--- src/nfc_regs.vh ---
// Constants for the numeric format converter: opcodes, BCD layout, limits.
// Assumes inclusion by bare name from the converter's design files.
// ==========================================================================
`ifndef NFC_REGS_VH
`define NFC_REGS_VH
`define NFC_OP_W 3
`define NFC_OP_I16_BCD 3'h0
`define NFC_OP_I16_I32 3'h1
`define NFC_OP_BCD_I32 3'h2
`define NFC_OP_I32_BCD 3'h3
`define NFC_OP_I32_FLT 3'h4
`define NFC_OP_INV16 3'h5
`define NFC_MAX3 32'h000003E7
`define NFC_MAX7 32'h0098967F
`define NFC_SIGN_NEG 4'hF
`define NFC_SIGN_POS 4'h0
`define NFC_INV_MASK 16'hFFFF
`define NFC_EVENT_ID 16'h2521
`define NFC_RESET_RESULT 32'h00000000
`endif

--- src/nfc_bin2bcd.v ---
// Combinational binary magnitude to seven BCD digits (double dabble).
// Assumes the caller limits the magnitude; larger values give wrapped digits.
`include "nfc_regs.vh"
module nfc_bin2bcd (
    input wire [31:0] mag_i,
    output reg [27:0] bcd_o
);
    integer i;
    reg [51:0] sh;
    // Shift-add-3; only 24 magnitude bits matter below 10,000,000
    always @* begin
        sh = 52'h0;
        sh[23:0] = mag_i[23:0];
        for (i = 0; i < 24; i = i + 1) begin
            if (sh[27:24] > 4'h4) sh[27:24] = sh[27:24] + 4'h3;
            if (sh[31:28] > 4'h4) sh[31:28] = sh[31:28] + 4'h3;
            if (sh[35:32] > 4'h4) sh[35:32] = sh[35:32] + 4'h3;
            if (sh[39:36] > 4'h4) sh[39:36] = sh[39:36] + 4'h3;
            if (sh[43:40] > 4'h4) sh[43:40] = sh[43:40] + 4'h3;
            if (sh[47:44] > 4'h4) sh[47:44] = sh[47:44] + 4'h3;
            if (sh[51:48] > 4'h4) sh[51:48] = sh[51:48] + 4'h3;
            sh = {sh[50:0], 1'b0};
        end
        bcd_o = sh[51:24];
    end
endmodule

--- src/nfc_top.v ---
// Numeric format converter: one registered conversion per enabled cycle.
// Assumes operands are synchronous to mclk_i and the fault outputs feed the
// surrounding processor's stop and diagnostic logic.
//
// Conversions offered, selected by op_i:
//   int16 to three-digit decimal code, with overflow refusal
//   int16 widened to int32
//   seven-digit decimal code to int32, with bad-digit fault
//   int32 to seven-digit decimal code, with overflow refusal
//   int32 to single-precision float, truncating low mantissa bits
//   16-bit bit inversion
// Limitations the user must know:
//   - Every answer appears exactly one clock after the taking edge.
//   - A refused or faulting request leaves result_o as it was, so the
//     destination is never half written.
//   - The stop request is sticky; only reset clears it.
//   - Float conversion truncates, it does not round to nearest.
`include "nfc_regs.vh"
module nfc_top (
    input wire mclk_i,
    input wire rst_n_i,
    input wire enable_i,
    input wire [2:0] op_i,
    input wire [31:0] operand_i,
    input wire handler_present_i,
    output reg [31:0] result_o,
    output reg enable_out_o,
    output reg decimal_code_fault_o,
    output reg stop_req_o,
    output reg [15:0] diag_event_o,
    output reg diag_valid_o,
    output reg handler_call_o
);
    // ======================================================================
    // Helpers
    // Two's complement negate, shared by the magnitude and decimal paths
    function [31:0] nfc_neg;
        input [31:0] v;
        begin
            nfc_neg = ~v + 32'h00000001;
        end
    endfunction

    // Sign nibble of a decimal-code word: all ones negative, zeros positive
    function [3:0] nfc_sign_nib;
        input neg;
        begin
            nfc_sign_nib = neg ? `NFC_SIGN_NEG : `NFC_SIGN_POS;
        end
    endfunction

    // Magnitude of a signed 32-bit value, kept 32 bits wide
    // The most negative value maps to itself; the decimal path refuses it as overflow, the float path reads it as 2^31
    function [31:0] nfc_abs;
        input [31:0] v;
        begin
            nfc_abs = v[31] ? nfc_neg(v) : v;
        end
    endfunction

    // True when any of the seven low nibbles holds 10..15
    function nfc_bad_digit;
        input [27:0] d;
        integer k;
        begin
            nfc_bad_digit = 1'b0;
            for (k = 0; k < 7; k = k + 1) begin
                if (d[4*k+3 -: 4] > 4'h9) nfc_bad_digit = 1'b1;
            end
        end
    endfunction

    // Signed int32 to IEEE single, truncating extra mantissa bits
    function [31:0] nfc_to_float;
        input [31:0] v;
        reg [31:0] m;
        reg [7:0] e;
        integer p, j;
        begin
            m = nfc_abs(v);
            p = 0;
            for (j = 0; j < 32; j = j + 1) begin
                if (m[j]) p = j;
            end
            if (m == 32'h0) begin
                nfc_to_float = 32'h00000000;
            end else begin
                e = p[7:0] + 8'h7F;
                m = m << (31 - p);
                nfc_to_float = {v[31], e, m[30:8]};
            end
        end
    endfunction

    // Weighted sum of seven decimal digits, most significant nibble first
    function [31:0] nfc_bcd_value;
        input [27:0] d;
        reg [31:0] a;
        integer k;
        begin
            a = 32'h00000000;
            for (k = 6; k >= 0; k = k - 1) begin
                // Times ten as two shifts keeps a multiplier out of the path
                a = (a << 3) + (a << 1) + {28'h0000000, d[4*k+3 -: 4]};
            end
            nfc_bcd_value = a;
        end
    endfunction

    // ======================================================================
    // Datapath
    wire [31:0] wide = {{16{operand_i[15]}}, operand_i[15:0]};
    wire [31:0] mag16 = nfc_abs(wide);
    wire [31:0] mag32 = nfc_abs(operand_i);
    wire [31:0] bin_mag = (op_i == `NFC_OP_I16_BCD) ? mag16 : mag32;
    wire [27:0] digits;
    reg [31:0] result_next;
    reg enable_out_next;
    reg fault_next;
    reg [31:0] acc;

    nfc_bin2bcd u_bin2bcd (
        .mag_i(bin_mag),
        .bcd_o(digits)
    );

    // Select one conversion; a disabled or faulting cycle keeps the result
    always @* begin
        result_next = result_o;
        enable_out_next = 1'b0;
        fault_next = 1'b0;
        acc = 32'h0;
        if (enable_i) begin
            case (op_i)
                // Three digits only; upper half of the word stays zero
                `NFC_OP_I16_BCD: begin
                    enable_out_next = (mag16 <= `NFC_MAX3);
                    if (enable_out_next) begin
                        result_next = {16'h0000,
                            nfc_sign_nib(wide[31]),
                            digits[11:0]};
                    end
                end
                // Plain sign extension, never refused
                `NFC_OP_I16_I32: begin
                    result_next = wide;
                    enable_out_next = 1'b1;
                end
                // Bad digits leave the destination as it was
                `NFC_OP_BCD_I32: begin
                    enable_out_next = 1'b1;
                    fault_next = nfc_bad_digit(operand_i[27:0]);
                    acc = nfc_bcd_value(operand_i[27:0]);
                    if (!fault_next) begin
                        result_next = (operand_i[31:28] == `NFC_SIGN_NEG) ?
                            nfc_neg(acc) : acc;
                    end
                end
                // Seven digits plus the sign nibble fill the whole word
                `NFC_OP_I32_BCD: begin
                    enable_out_next = (mag32 <= `NFC_MAX7);
                    if (enable_out_next) begin
                        result_next = {nfc_sign_nib(operand_i[31]),
                            digits};
                    end
                end
                // Every int32 has a float, so this path is never refused
                `NFC_OP_I32_FLT: begin
                    result_next = nfc_to_float(operand_i);
                    enable_out_next = 1'b1;
                end
                // Upper half cleared rather than inverted
                `NFC_OP_INV16: begin
                    result_next = {16'h0000, operand_i[15:0] ^ `NFC_INV_MASK};
                    enable_out_next = 1'b1;
                end
                default: begin
                    enable_out_next = 1'b0;
                end
            endcase
        end
    end

    // ======================================================================
    // Registers
    // Result and enable out take the selected conversion on every edge
    always @(posedge mclk_i or negedge rst_n_i) begin
        if (!rst_n_i) begin
            result_o <= `NFC_RESET_RESULT;
            enable_out_o <= 1'b0;
        end else begin
            result_o <= result_next;
            enable_out_o <= enable_out_next;
        end
    end

    // Fault reporting: pulses last one cycle per faulting request
    // Stop request is sticky: only reset brings the processor out of stop
    // The event code is left standing so software can read it after stop
    always @(posedge mclk_i or negedge rst_n_i) begin
        if (!rst_n_i) begin
            decimal_code_fault_o <= 1'b0;
            stop_req_o <= 1'b0;
            diag_event_o <= 16'h0000;
            diag_valid_o <= 1'b0;
            handler_call_o <= 1'b0;
        end else begin
            decimal_code_fault_o <= fault_next;
            stop_req_o <= stop_req_o | fault_next;
            diag_valid_o <= fault_next;
            if (fault_next) diag_event_o <= `NFC_EVENT_ID;
            handler_call_o <= fault_next & handler_present_i;
        end
    end
endmodule

--- config.mk ---
export PLATFORM = sky130hd
export DESIGN_NAME = nfc_top
export DESIGN_NICKNAME = d
export VERILOG_FILES = /design/src/nfc_bin2bcd.v /design/src/nfc_top.v
export VERILOG_INCLUDE_DIRS = /design/src
export SDC_FILE = /design/constraint.sdc
export NUM_CORES = 1
export LEC_CHECK = 0
export BUFFER_PORTS_ARGS = -buffer_cell sky130_fd_sc_hd__clkbuf_2
export CORE_ASPECT_RATIO = 0.9
export CORE_UTILIZATION = 23
export DETAILED_ROUTE_END_ITERATION = 10
export PLACE_DENSITY_LB_ADDON = 0.12
export SYNTH_ARGS = -nofsm -noshare
export SYNTH_HDL_FRONTEND = slang
export SYNTH_SLANG_ARGS = --single-unit
--- constraint.sdc ---
create_clock -name mclk_i -period 2.4 [get_ports mclk_i]
set_input_delay 0.24 -clock mclk_i [delete_from_list [all_inputs] [get_ports mclk_i]]
set_output_delay 0.24 -clock mclk_i [all_outputs]
set_load 0.02 [all_outputs]
# After elaboration in Yosys (flattened, before gate mapping)
# Cells that the tools add are included.
dict set report op_classes {
  n_addsub 101
  n_lt_le_gt_ge 93
  n_eq_ne 9
  shifts 1
  muxes 141
  bitwise 6
  n_reduce_logical 5
}
# op n
set op_table {}
lappend op_table {{2-to-1 mux 4 bit} 91}
lappend op_table {{greater-than comparator 4 x 3 -> 1 bit, second input constant} 77}
lappend op_table {{adder 4 x 2 -> 4 bit, second input constant} 75}
lappend op_table {{2-to-1 mux 32 bit} 9}
lappend op_table {{case mux 32 bit (6 select lines)} 1}
lappend op_table {{adder 32 x 1 -> 32 bit, second input constant} 3}
lappend op_table {{NOT 32 bit} 3}
lappend op_table {{2-to-1 mux 5 bit} 16}
lappend op_table {{adder 32 x 30 -> 32 bit} 1}
lappend op_table {{adder 32 x 4 -> 32 bit} 1}
lappend op_table {{<= comparator 32 x 10 -> 1 bit, second input constant} 1}
lappend op_table {{<= comparator 32 x 24 -> 1 bit, second input constant} 1}
lappend op_table {{logical NOT 32 bit} 1}
lappend op_table {{<< shifter 32 x 32 -> 31 bit} 1}
lappend op_table {{subtractor 6 x 32 -> 32 bit, first input constant} 1}
lappend op_table {{adder 28 x 4 -> 29 bit} 1}
lappend op_table {{adder 27 x 25 -> 28 bit} 1}
lappend op_table {{greater-than comparator 4 bit, second input constant} 7}
lappend op_table {{adder 23 x 4 -> 24 bit} 1}
lappend op_table {{adder 3 x 2 -> 4 bit, second input constant} 6}
lappend op_table {{2-to-1 mux 24 bit} 1}
lappend op_table {{adder 22 x 20 -> 23 bit} 1}
lappend op_table {{greater-than comparator 3 bit, second input constant} 7}
lappend op_table {{2-to-1 mux 3 bit} 7}
lappend op_table {{24 further kinds} 42}
dict set report word_totals {
  ff_bits 37
  input_bits 39
  out_inout_bits 53
  wordCells 362
}

# Depth between registers and ports, before layout
# Gate-level depths: netlist of run 1.
dict set report depth {
  ltp_word 48
  ltp_mapped 103
}

# Modules after synthesis
# Synthesis of run 1 repeated with hierarchy kept, for this count alone.
dict set report unflattened {
  hier_cells 3589
  hier_area_um2 25567.0
}
# mod instances cells_each area_per_inst_um2 seq_area_each_um2
set modules_own_cells {}
lappend modules_own_cells {nfc_top 1 1827 13435.4 925.9}
lappend modules_own_cells {nfc_bin2bcd 1 1762 12131.6 0.0}

# Worst setup path before layout of run 1
# OpenSTA, ideal clock, no wires.
dict set report synth_path {
  path_type {input to register}
  from {input port operand_i[3]}
  to {register result_o[23]}
  arrival_ns 19.227
  t_required_ns 2.266
  slack_ns -16.961
  path_stages 95
  path_buffers 11
  cell_sequence {clkbuf_1 -> inv_1 -> ha_1 -> or4b_4 -> o41ai_4 -> o211ai_2 -> o31ai_4 -> inv_2 -> ha_1 -> clkbuf_1 -> clkinv_1 -> nand2_1 -> or4_1 -> and3_1 -> nand2_1 -> a221o_1 -> nand2_1 -> ha_1 -> (+59 left out) -> ha_1 -> buf_1 -> nor3_1 -> mux2_2 -> a311oi_1 -> ha_1 -> nor2_1 -> mux2i_1 -> ha_1 -> clkbuf_1 -> a2111oi_0 -> or4_1 -> inv_1 -> ha_1 -> or4_1 -> a21oi_1 -> a221oi_1 -> o211ai_1}
}
dict set report synth_between {
  elab_chain_len 48
  word_cells_on_any_way 262
  cone_classes {add/sub: 71; order compare: 69; eq/ne: 3; mux: 114; bitwise: 3; reduce/logical: 2}
}
# item line
set synth_lines {}
lappend synth_lines {{start: declaration} nfc_top.v:24} ;# input wire [31:0] operand_i,
lappend synth_lines {{NOT 32 bit} nfc_top.v:40} ;# nfc_neg = ~v + 32'h00000001;
lappend synth_lines {{adder 32 x 1 -> 32 bit} nfc_top.v:40}
lappend synth_lines {{2-to-1 mux 32 bit} nfc_top.v:57} ;# nfc_abs = v[31] ? nfc_neg(v) : v;
lappend synth_lines {{2-to-1 mux 24 bit} nfc_top.v:115} ;# wire [31:0] bin_mag = (op_i == `NFC_OP_I16_BCD) ? mag16 : mag32;
lappend synth_lines {{adder 3 x 2 -> 4 bit / greater-than comparator 3 bit (equally long branches)} nfc_bin2bcd.v:15} ;# if (sh[27:24] > 4'h4) sh[27:24] = sh[27:24] + 4'h3;
lappend synth_lines {{2-to-1 mux 4 bit} nfc_bin2bcd.v:15}
lappend synth_lines {{adder 4 x 2 -> 4 bit / greater-than comparator 4 x 3 -> 1 bit (equally long branches)} nfc_bin2bcd.v:15}
lappend synth_lines {{2-to-1 mux 4 bit} nfc_bin2bcd.v:15}
lappend synth_lines {{(+32 left out)} n/a}
lappend synth_lines {{adder 4 x 2 -> 4 bit, or another cell as far along} nfc_bin2bcd.v:19} ;# if (sh[43:40] > 4'h4) sh[43:40] = sh[43:40] + 4'h3;
lappend synth_lines {{2-to-1 mux 4 bit (on tied branches)} {nfc_bin2bcd.v:19, nfc_bin2bcd.v:18, nfc_bin2bcd.v:20}}
lappend synth_lines {{adder 4 x 2 -> 4 bit, or another cell as far along} nfc_bin2bcd.v:19}
lappend synth_lines {{2-to-1 mux 4 bit (on tied branches)} {nfc_bin2bcd.v:19, nfc_bin2bcd.v:20}}
lappend synth_lines {{adder 4 x 2 -> 4 bit / greater-than comparator 4 x 3 -> 1 bit (equally long branches)} nfc_bin2bcd.v:20} ;# if (sh[47:44] > 4'h4) sh[47:44] = sh[47:44] + 4'h3;
lappend synth_lines {{2-to-1 mux 4 bit} nfc_bin2bcd.v:20}
lappend synth_lines {{2-to-1 mux 32 bit} nfc_top.v:162} ;# if (enable_out_next) begin
lappend synth_lines {{case mux 32 bit (6 select lines)} nfc_top.v:134} ;# case (op_i)
lappend synth_lines {{end signal: assignment} nfc_top.v:189} ;# result_o <= `NFC_RESET_RESULT;
lappend synth_lines {{end signal: assignment} nfc_top.v:192} ;# result_o <= result_next;
lappend synth_lines {{end: declaration} nfc_top.v:26} ;# output reg [31:0] result_o,
# Several ways; a longest one is shown, not always the timed one. The select of a mux whose other input is x is not followed.
# A chain may end at the register's enable or synchronous reset.

# Final worst setup path of run 1
dict set report layout_path {
  from {input port operand_i[15]}
  to {register result_o[16]}
}
dict set report layout_between {
  elab_chain_len 48
  word_cells_on_any_way 236
  cone_classes {add/sub: 71; order compare: 63; eq/ne: 3; shift: 1; mux: 93; bitwise: 3; reduce/logical: 2}
}
# item line
set layout_lines {}
lappend layout_lines {{NOT 32 bit} nfc_top.v:40}
lappend layout_lines {{adder 32 x 1 -> 32 bit} nfc_top.v:40}
lappend layout_lines {{2-to-1 mux 32 bit} nfc_top.v:57}
lappend layout_lines {{2-to-1 mux 24 bit} nfc_top.v:115}
lappend layout_lines {{adder 3 x 2 -> 4 bit / greater-than comparator 3 bit (equally long branches)} nfc_bin2bcd.v:15}
lappend layout_lines {{2-to-1 mux 4 bit} nfc_bin2bcd.v:15}
lappend layout_lines {{adder 4 x 2 -> 4 bit / greater-than comparator 4 x 3 -> 1 bit (equally long branches)} nfc_bin2bcd.v:15}
lappend layout_lines {{2-to-1 mux 4 bit} nfc_bin2bcd.v:15}
lappend layout_lines {{(+32 left out)} n/a}
lappend layout_lines {{adder 4 x 2 -> 4 bit, or another cell as far along} nfc_bin2bcd.v:18} ;# if (sh[39:36] > 4'h4) sh[39:36] = sh[39:36] + 4'h3;
lappend layout_lines {{2-to-1 mux 4 bit (on tied branches)} {nfc_bin2bcd.v:18, nfc_bin2bcd.v:16, nfc_bin2bcd.v:17}}
lappend layout_lines {{adder 4 x 2 -> 4 bit, or another cell as far along} nfc_bin2bcd.v:18}
lappend layout_lines {{2-to-1 mux 4 bit (on tied branches)} {nfc_bin2bcd.v:18, nfc_bin2bcd.v:17}}
lappend layout_lines {{adder 4 x 2 -> 4 bit / greater-than comparator 4 x 3 -> 1 bit (equally long branches)} nfc_bin2bcd.v:18}
lappend layout_lines {{2-to-1 mux 4 bit} nfc_bin2bcd.v:18}
lappend layout_lines {{2-to-1 mux 32 bit} nfc_top.v:162}
lappend layout_lines {{case mux 32 bit (6 select lines)} nfc_top.v:134}
# Several ways; a longest one is shown, not always the timed one. The select of a mux whose other input is x is not followed.

==> results of run 1 <==
logic make-up (layout without fill, tap and decap cells):
group,after synthesis,count (layout)
simple gates,1129,1129
fa+ha+maj,266,266
other cells,1,12
mux,172,172
buf+inv,348,1877
xor+xnor,228,228
compound gates,1100,1100
flops,37,37
worst min path at each step:
stage | from | end | slack, ns | depth (start not counted)
detailed placement | rst_n_i | result_o[24] | 0.32 | 2
global placement | rst_n_i | result_o[20] | 0.33 | 2
global route | rst_n_i | result_o[24] | 0.05 | 2
CTS | rst_n_i | result_o[24] | 0.03 | 2
finish | rst_n_i | result_o[20] | 0.005 | 2
floorplan | rst_n_i | diag_event_o[0] | -0.06 | 0
state kept, by name, indices dropped and copies added, names as in the netlist:
name and count:
handler_call_o 1, result_o 32, diag_valid_o 1, diag_event_o 1
enable_out_o 1, stop_req_o 1
repair_timing:
item,in CTS,in global routing
pin swaps,273,195
resized for setup,353,251
buffers inserted,179,77
endpoints found under the setup margin,33,33
per-stage QoR:
| step | setup WS [ns] | TNS, ns | instances |
|---|---|---|---|
| after CTS | -13.64 | -397.15 | 6088 |
| final | -13.68 | -397.19 | 6153 |
| after detailed placement | -14.35 | -418.62 | 5911 |
| after floorplan | -14.66 | -417.13 | 3291 |
| after global routing | -14.58 | -422.86 | 6152 |
| after global placement | -14.08 | -412.21 | 5911 |
cell usage after synthesis (82+ instances only):
cell type / count
nand2_1: 305
nor2_1: 266
ha_1: 252
a21oi_1: 241
o21ai_0: 170
inv_1: 166
xnor2_1: 144
mux2i_1: 128
nor3_1: 114
clkbuf_1: 110
nand3_1: 109
xor2_1: 82
layout make-up:
cell class	instances	area, um^2
inverter	176	733
clock inverter	1	5.00
tap	1332	1670
fill	10100	57300
antenna	1	2.50
timing repair buffer	1693	12900
multi-input combinational	2906	25200
sequential	37	926
clock buffer	7	153
layer usage:
| metal | GRT usage (%) | vias up | share of wire [%] |
|---|---|---|---|
| li1 | - | 15500 | - |
| met1 | 28.2 | 14400 | 51 |
| met2 | 30.3 | 568 | 44 |
| met3 | 1.54 | 77 | 3.5 |
| met4 | 2.51 | 2 | 1.4 |
| met5 | 0 | - | 0.011 |
==> results.toml, run 1 <==
[setup_path]
path_delay_family = "compound AO/OA/AOI/OAI gates"
critPathMaxFanout = 7
r2r-start = "result_o[24]"
cp-endpoint = "result_o[16]"
cp_common_cell = "ha_4"
reg2reg_to = "result_o[24]"
crit_path_end_kind = "flip-flop"
cp_num_buf_inv = 13
cp.depth = 87
cp-start-kind = "input pin"
crit_type = "in2reg"
cp_slowest_cell = "or4bb_4"
slowest_delay_ns = 0.54
reg2reg_depth = 2
arrival_ns = 16.23
r2r_slack_ns = 1.43
cp.required_ns = 2.56
startpoint = "operand_i[15]"

[yosys]
synthArstFlopShare_pct = 100
syn_area_um2 = 23100
synthCells = 3281
synth_flop_cell = "dfrtp_1"
ys_ff_latch = 37
synth-xor-area-share_pct = 8.77
synth_area_leader_cell = "ha_1"
synthAdderAreaFrac_pct = 14.8
synth_edf_count = 0
synth_top_cell_area_share_pct = 13.7
synth_top_family_by_area = "compound AO/OA/AOI/OAI gates"
muxShareOfSynthArea_pct = 7.71
synth_warnings = 0
netlist-cell-type-count = 130
synthSimpleGateAreaFrac_pct = 24.3
synth-seq-area-share_pct = 4.01
synth_compound_area_share_pct = 34.2
avgSynthCellArea_um2 = 7.04
ys_top_cells_by_area = "ha_1 14%, mux2i_1 5.6%, xnor2_1 5.5%, a21oi_1 5.2%, nand2_1 5.0%"

[sta]
fmax_mhz = 62.2
fin_crit_sh_pct = 670
setup_viol = 33
skew_ns = 0
tightestPinTransition_ns = 0.935
final.setup.worst_slack_ns = -13.68
min_period_ns = 16.08
finalHoldWorstSlack_ns = 0.00481
slew_viol_final = 0
rsz0062_at_grt = "true"
hold_violations = 0
slew_headroom_pct = 36.6

[floorplan]
dieArea_um2 = 102000
die_w_um = 336
start_util_pct = 23.3
rows = 109
dieHeight_um = 303
design.core.area_um2 = 98900
ioPinCount = 92

[routing]
num_vias = 30600
wl_um = 100000
ant_nets = 0
drt_iter0_drc = 1640
wire_per_inst_um = 16.3
drt_first_pass_iters = 5
drc = 0
vias_per_cell = 4.97

[finish]
syn_to_final_growth_pct = 80.3
drive_gt1_share_pct = 50.5
final_cell_mix = "1552 x buf_4, 288 x nand2_1, 237 x nor2_1, 155 x a21oi_1, 144 x ha_1"
post-route-util_pct = 42.1
layout_commonest_cell = "buf_4"
layout.nets = 5122
fin_area_um2 = 41600

[status]
status = "finished, violations left"
failed_checks = "setup timing"

[clock_tree]
ctsHoldBuffers = 0
cts.path.max_buffers = 2
clkLatencyLatePin_ns = 0.28
cts-root-buf = "clkbuf_16"
cts_sinks = 37
path_clk_slew_ns = 0.06
cts_buffers = 5
cts_tree = "done"
h-tree-depth = 2

[global_route]
track_usage_pct = 19.0
grt_max_degree = 38
grt_pass1_vias = 29700
antenna_found_initial = 3
grt_overflow = 0
grt_pass1_wl_um = 159000

[placed_design]
dpl_cell_area_um2 = 36400
numPortBuffers = 80
routabilityCongestion = 0.879
hpwl_um = 80700

[job]
max-cap-violations = 0

[min_path]
hp-class = "in2async"
Power of run 1 is left out: the tool's default activity adds up to more than one toggle a clock period on the data nets, which glitch-free logic cannot reach.
==> run 2, diff against run 1 <==
--- a/config.mk
+++ b/config.mk
@@ -11,6 +11,7 @@
 export CORE_UTILIZATION = 23
 export DETAILED_ROUTE_END_ITERATION = 10
 export PLACE_DENSITY_LB_ADDON = 0.12
+export SETUP_SLACK_MARGIN = 0.4
 export SYNTH_ARGS = -nofsm -noshare
 export SYNTH_HDL_FRONTEND = slang
 export SYNTH_SLANG_ARGS = --single-unit
==> constraint.sdc (replaced) <==
create_clock -name mclk_i -period 14.6 [get_ports mclk_i]
set_input_delay 1.46 -clock mclk_i [delete_from_list [all_inputs] [get_ports mclk_i]]
set_output_delay 1.46 -clock mclk_i [all_outputs]
set_load 0.02 [all_outputs]
==> results.toml, run 2 (synthesis gave the netlist of run 1 again) <==
[routing]
drt_first_pass_iters = 5
wire_per_inst_um = 16.8
drc = 0
ant_nets = 0
drt_iter0_drc = 2045
wl_um = 95000
num_vias = 28600
vias_per_cell = 5.06

[finish]
syn_to_final_growth_pct = 55.4
fill_cells = 10400
layout.nets = 4631
instances_no_fill = 5661
final_cell_mix = "1068 x buf_4, 293 x nand2_1, 246 x nor2_1, 210 x a21oi_1, 200 x ha_1"
top_register = "result_o"
drive_gt1_share_pct = 39.2
largest_reg_flops = 32
layout_commonest_cell = "buf_4"
n_antenna_cell = 0

[global_route]
grt_max_degree = 43
track_usage_pct = 18.0
grt_pass1_wl_um = 152000
grt_pass1_vias = 27400
antenna_found_initial = 2
grt_overflow = 0

[sta]
skew_ns = 0
fin_tns_setup_ns = -70.02
final.setup.worst_slack_ns = -2.75
fin_crit_sh_pct = 119
min_period_ns = 17.35
setup_viol = 27
rsz0062_at_grt = "true"
finalHoldWorstSlack_ns = 0.476
tightestPinTransition_ns = 1.26
fmax_mhz = 57.6
hold_violations = 0
slew_headroom_pct = 15.4
slew_viol_final = 0

[setup_path]
cp_num_buf_inv = 12
critPathMaxFanout = 6
arrival_ns = 17.50
slowest_delay_ns = 0.54
cp.required_ns = 14.75
crit_type = "in2reg"
cp_common_cell = "ha_4"
cp_slowest_cell = "or4bb_4"
crit_path_end_kind = "flip-flop"
path_delay_family = "compound AO/OA/AOI/OAI gates"
cp-start-kind = "input pin"

[floorplan]
start_util_pct = 23.3
dieArea_um2 = 102000
die_w_um = 336
ioPinCount = 92
dieHeight_um = 303
design.core.area_um2 = 98900
rows = 109

[status]
failed_checks = "setup timing"
status = "finished, violations left"

[clock_tree]
cts-root-buf = "clkbuf_16"
cts_buffers = 5
path_clk_slew_ns = 0.06
ctsHoldBuffers = 0
cts_tree = "done"
clkLatencyLatePin_ns = 0.28
cts_sinks = 37
h-tree-depth = 2
cts.path.max_buffers = 2

[job]
max-cap-violations = 0

[min_path]
hp-class = "reg2reg"

[placed_design]
hpwl_um = 77400
numPortBuffers = 80
place_inst = 5522
routabilityCongestion = 0.887
-- run 2: cell types whose count changed in the layout (fill, tap and decap cells not counted), sizes merged --
cell	delta
clkinv	+2
clkbuf	+2
bufbuf	+1
inv	-1
buf	-495
diode	-1
-- run 2: path summary, 6_finish.rpt --
check | startpoint | slack [ns] | cells after the start | end
setup / recovery | operand_i[12] | -2.75 | 90 | result_o[3]
hold / removal | stop_req_o | 0.48 | 1 | stop_req_o
setup reg to reg | result_o[14] | 13.67 | 3 | result_o[14]
hold reg to reg | stop_req_o | 0.48 | 1 | stop_req_o
max in group asynchronous | rst_n_i | 12.67 | 1 | result_o[19]
min in group asynchronous | rst_n_i | 1.32 | 1 | result_o[22]
-- run 2: repair_timing --
action,4_1_cts,5_1_grt
buffers inserted,76,54
hold endpoints to repair,0,0
pin swaps,107,108
gates cloned,1,0
resized for setup,154,175
setup endpoints to repair,27,27
-- run 2: final cells by class --
| cell class | count | area, um^2 | share of cell area (%) |
|---|---|---|---|
| Clock inverter | 2 | 10.0 | 0.0279 |
| Timing Repair Buffer | 1202 | 9180 | 25.6 |
| Clock buffer | 6 | 129 | 0.359 |
| Sequential cell | 37 | 926 | 2.58 |
| Tap cell | 1332 | 1670 | 4.65 |
| Inverter | 176 | 717 | 2.00 |
| Multi-Input combinational cell | 2906 | 23200 | 64.8 |
-- run 2: layer usage --
metal,GRT usage [%],share of wire (%),up-vias
met4,1.23,0.61,4
met5,0,0.031,-
met1,27.4,52,13500
met3,1.26,3.8,39
met2,28.5,43,561
li1,-,-,14500
-- run 2: stage by stage --
stage	setup slack, ns	util, %	instance area [um^2]
floorplan	-3.68	-	24300
global placement	-3.27	33.3	33000
detailed placement	-3.46	33.3	33000
CTS	-2.81	34.9	34500
global route	-3.55	36.3	35900
finish	-2.75	36.3	35900
Power of run 2 is left out for the same reason.
==> run 3, diff against run 2 <==
--- a/config.mk
+++ b/config.mk
@@ -6,9 +6,11 @@
 export SDC_FILE = /design/constraint.sdc
 export NUM_CORES = 1
 export LEC_CHECK = 0
+export ABC_AREA = 1
 export BUFFER_PORTS_ARGS = -buffer_cell sky130_fd_sc_hd__clkbuf_2
 export CORE_ASPECT_RATIO = 0.9
 export CORE_UTILIZATION = 23
+export CTS_CLUSTER_DIAMETER = 40
 export DETAILED_ROUTE_END_ITERATION = 10
 export PLACE_DENSITY_LB_ADDON = 0.12
 export SETUP_SLACK_MARGIN = 0.4
==> results.toml, run 3 <==
[status]
status = "completed"

[sta]
rsz0062_at_grt = "false"
fmax_mhz = 74.9
setup_viol = 0
tightestPinTransition_ns = 1.08
fin_crit_sh_pct = 91.4
skew_ns = 0
hold_violations = 0
final.setup.worst_slack_ns = 1.25
slew_viol_final = 0
slew_headroom_pct = 27.0
min_period_ns = 13.35

[setup_path]
reg2reg_to = "diag_event_o[0]"
reg2reg_depth = 1
cp_num_buf_inv = 15
r2r-start = "diag_event_o[0]"
r2r_slack_ns = 13.77
path_delay_family = "simple AND/OR/NAND/NOR gates"
arrival_ns = 13.51
crit_type = "in2reg"
cp.required_ns = 14.76
cp_common_cell = "nand2_2"
crit_path_end_kind = "flip-flop"
cp_slowest_cell = "or2_2"
cp-start-kind = "input pin"
critPathMaxFanout = 5
slowest_delay_ns = 0.30

[yosys]
synth_edf_count = 0
synthSimpleGateAreaFrac_pct = 44.7
ys_top_cells_by_area = "nand2_1 20%, ha_1 16%, nand3_1 9.6%, inv_1 8.4%, o21ai_0 5.7%"
netlist-cell-type-count = 69
synth_top_cell_area_share_pct = 19.8
syn_area_um2 = 19700
synth_flop_cell = "dfrtp_1"
synth_common_cells = "1039 x nand2_1, 441 x inv_1, 378 x nand3_1"
synthCells = 3446
synth-xor-area-share_pct = 5.70
yosysMostFrequentCell = "nand2_1"
synth-seq-area-share_pct = 4.71
synth_area_leader_cell = "nand2_1"
synth_warnings = 0
synthAdderAreaFrac_pct = 17.3
synth_top_family_by_area = "simple AND/OR/NAND/NOR gates"
ys_ff_latch = 37
muxShareOfSynthArea_pct = 0.255
avgSynthCellArea_um2 = 5.71
synth_compound_area_share_pct = 15.9
synthArstFlopShare_pct = 100

[min_path]
worstHoldPathCells = 1
hold_path_end = "stop_req_o"
worstHoldStart = "stop_req_o"
hp-class = "reg2reg"

[global_route]
grt_max_degree = 62
antenna_found_initial = 0
grt_pass1_vias = 20600
grt_overflow = 0
grt_pass1_wl_um = 106000
track_usage_pct = 14.8

[finish]
fill_cells = 9572
final_cell_mix = "949 x nand2_1, 420 x inv_1, 329 x nand3_1, 223 x ha_1, 222 x o21ai_0"
largest_reg_flops = 32
top_register = "result_o"
layout_commonest_cell = "nand2_1"
layout.nets = 3986
drive_gt1_share_pct = 23.4
syn_to_final_growth_pct = 23.3
n_antenna_cell = 0

[routing]
drt_first_pass_iters = 5
drc = 0
num_vias = 21600
ant_nets = 0
wire_per_inst_um = 13.6
drt_iter0_drc = 1203
vias_per_cell = 4.49
wl_um = 65400

[floorplan]
dieArea_um2 = 86700
rows = 101
start_util_pct = 23.3
die_w_um = 310
ioPinCount = 92
dieHeight_um = 279
design.core.area_um2 = 84500

[placed_design]
place_ws_ns = -0.307
numPortBuffers = 80
hpwl_um = 55700
routabilityCongestion = 0.877

[clock_tree]
h-tree-depth = 2
cts_sinks = 37
clkLatencyLatePin_ns = 0.28
cts.path.max_buffers = 2
cts_buffers = 5
cts_tree = "done"
path_clk_slew_ns = 0.06
cts-root-buf = "clkbuf_16"

[job]
max-cap-violations = 0
==> run 3: cell count changes in the layout (fill, tap and decap cells not counted), moves of 93 or more <==
| cell | change |
|---|---|
| inv_1 | +276 |
| nor2_1 | -101 |
| nand3_1 | +227 |
| mux2i_1 | -104 |
| xnor2_1 | -93 |
| nand2_2 | +184 |
| nand2_1 | +656 |
| buf_4 | -865 |
==> run 3: worst max path at each step <==
| stage | start | to | slack (ns) | depth (start not counted) |
|---|---|---|---|---|
| final | operand_i[12] | result_o[13] | 1.25 | 114 |
| after global routing | operand_i[3] | result_o[12] | 0.20 | 118 |
| after global placement | operand_i[3] | result_o[12] | -0.11 | 119 |
| after detailed placement | operand_i[3] | result_o[15] | -0.31 | 117 |
| after floorplan | operand_i[15] | result_o[14] | 0.41 | 120 |
| after CTS | operand_i[3] | result_o[12] | 0.42 | 121 |
==> run 3: routing by layer <==
layer	track usage [%]	share of wire [%]
met1	20.5	50
met2	25.9	47
met3	0.999	2.5
met4	1.49	1.1
met5	0	0
==> run 3: stage by stage <==
stage	hold slack, ns	std cells	setup TNS (ns)	cell area (um^2)	utilization [%]
after CTS	0.469	4754	0	22600	26.7
final	0.469	4817	0	24200	28.7
after global placement	0.456	4734	-0.390	22200	26.3
after floorplan	0.591	3456	0	19700	-
after global routing	0.500	4817	0	24200	28.7
after detailed placement	0.455	4734	-3.57	22200	26.3
==> run 3: area by class of cell <==
type / count / area (um^2) / area share (%)
clock buffer: 7 / 153 / 0.630
sequential: 37 / 926 / 3.82
multi-input combinational: 2840 / 17900 / 73.6
tap: 1133 / 1420 / 5.85
timing repair buffer: 286 / 1960 / 8.08
inverter: 513 / 1930 / 7.98
clock inverter: 1 / 5.00 / 0.0206
==> run 3: kinds of logic after synthesis <==
logic type / count (synthesis)
other: 1
and+or+nand+nor: 1906
buffers and inverters: 579
muxes: 5
DFF: 37
xor gates and xnor gates: 122
adders and majority gates: 264
AOI/OAI and AO/OA: 532
==> run 3: what timing repair did <==
action                     4_1_cts  5_1_grt
setup endpoints to repair       20       27
pin swaps                       17      104
hold buffers                     0        0
gates resized for setup         32      298
setup buffers                   12       63
Power of run 3 is left out for the same reason.
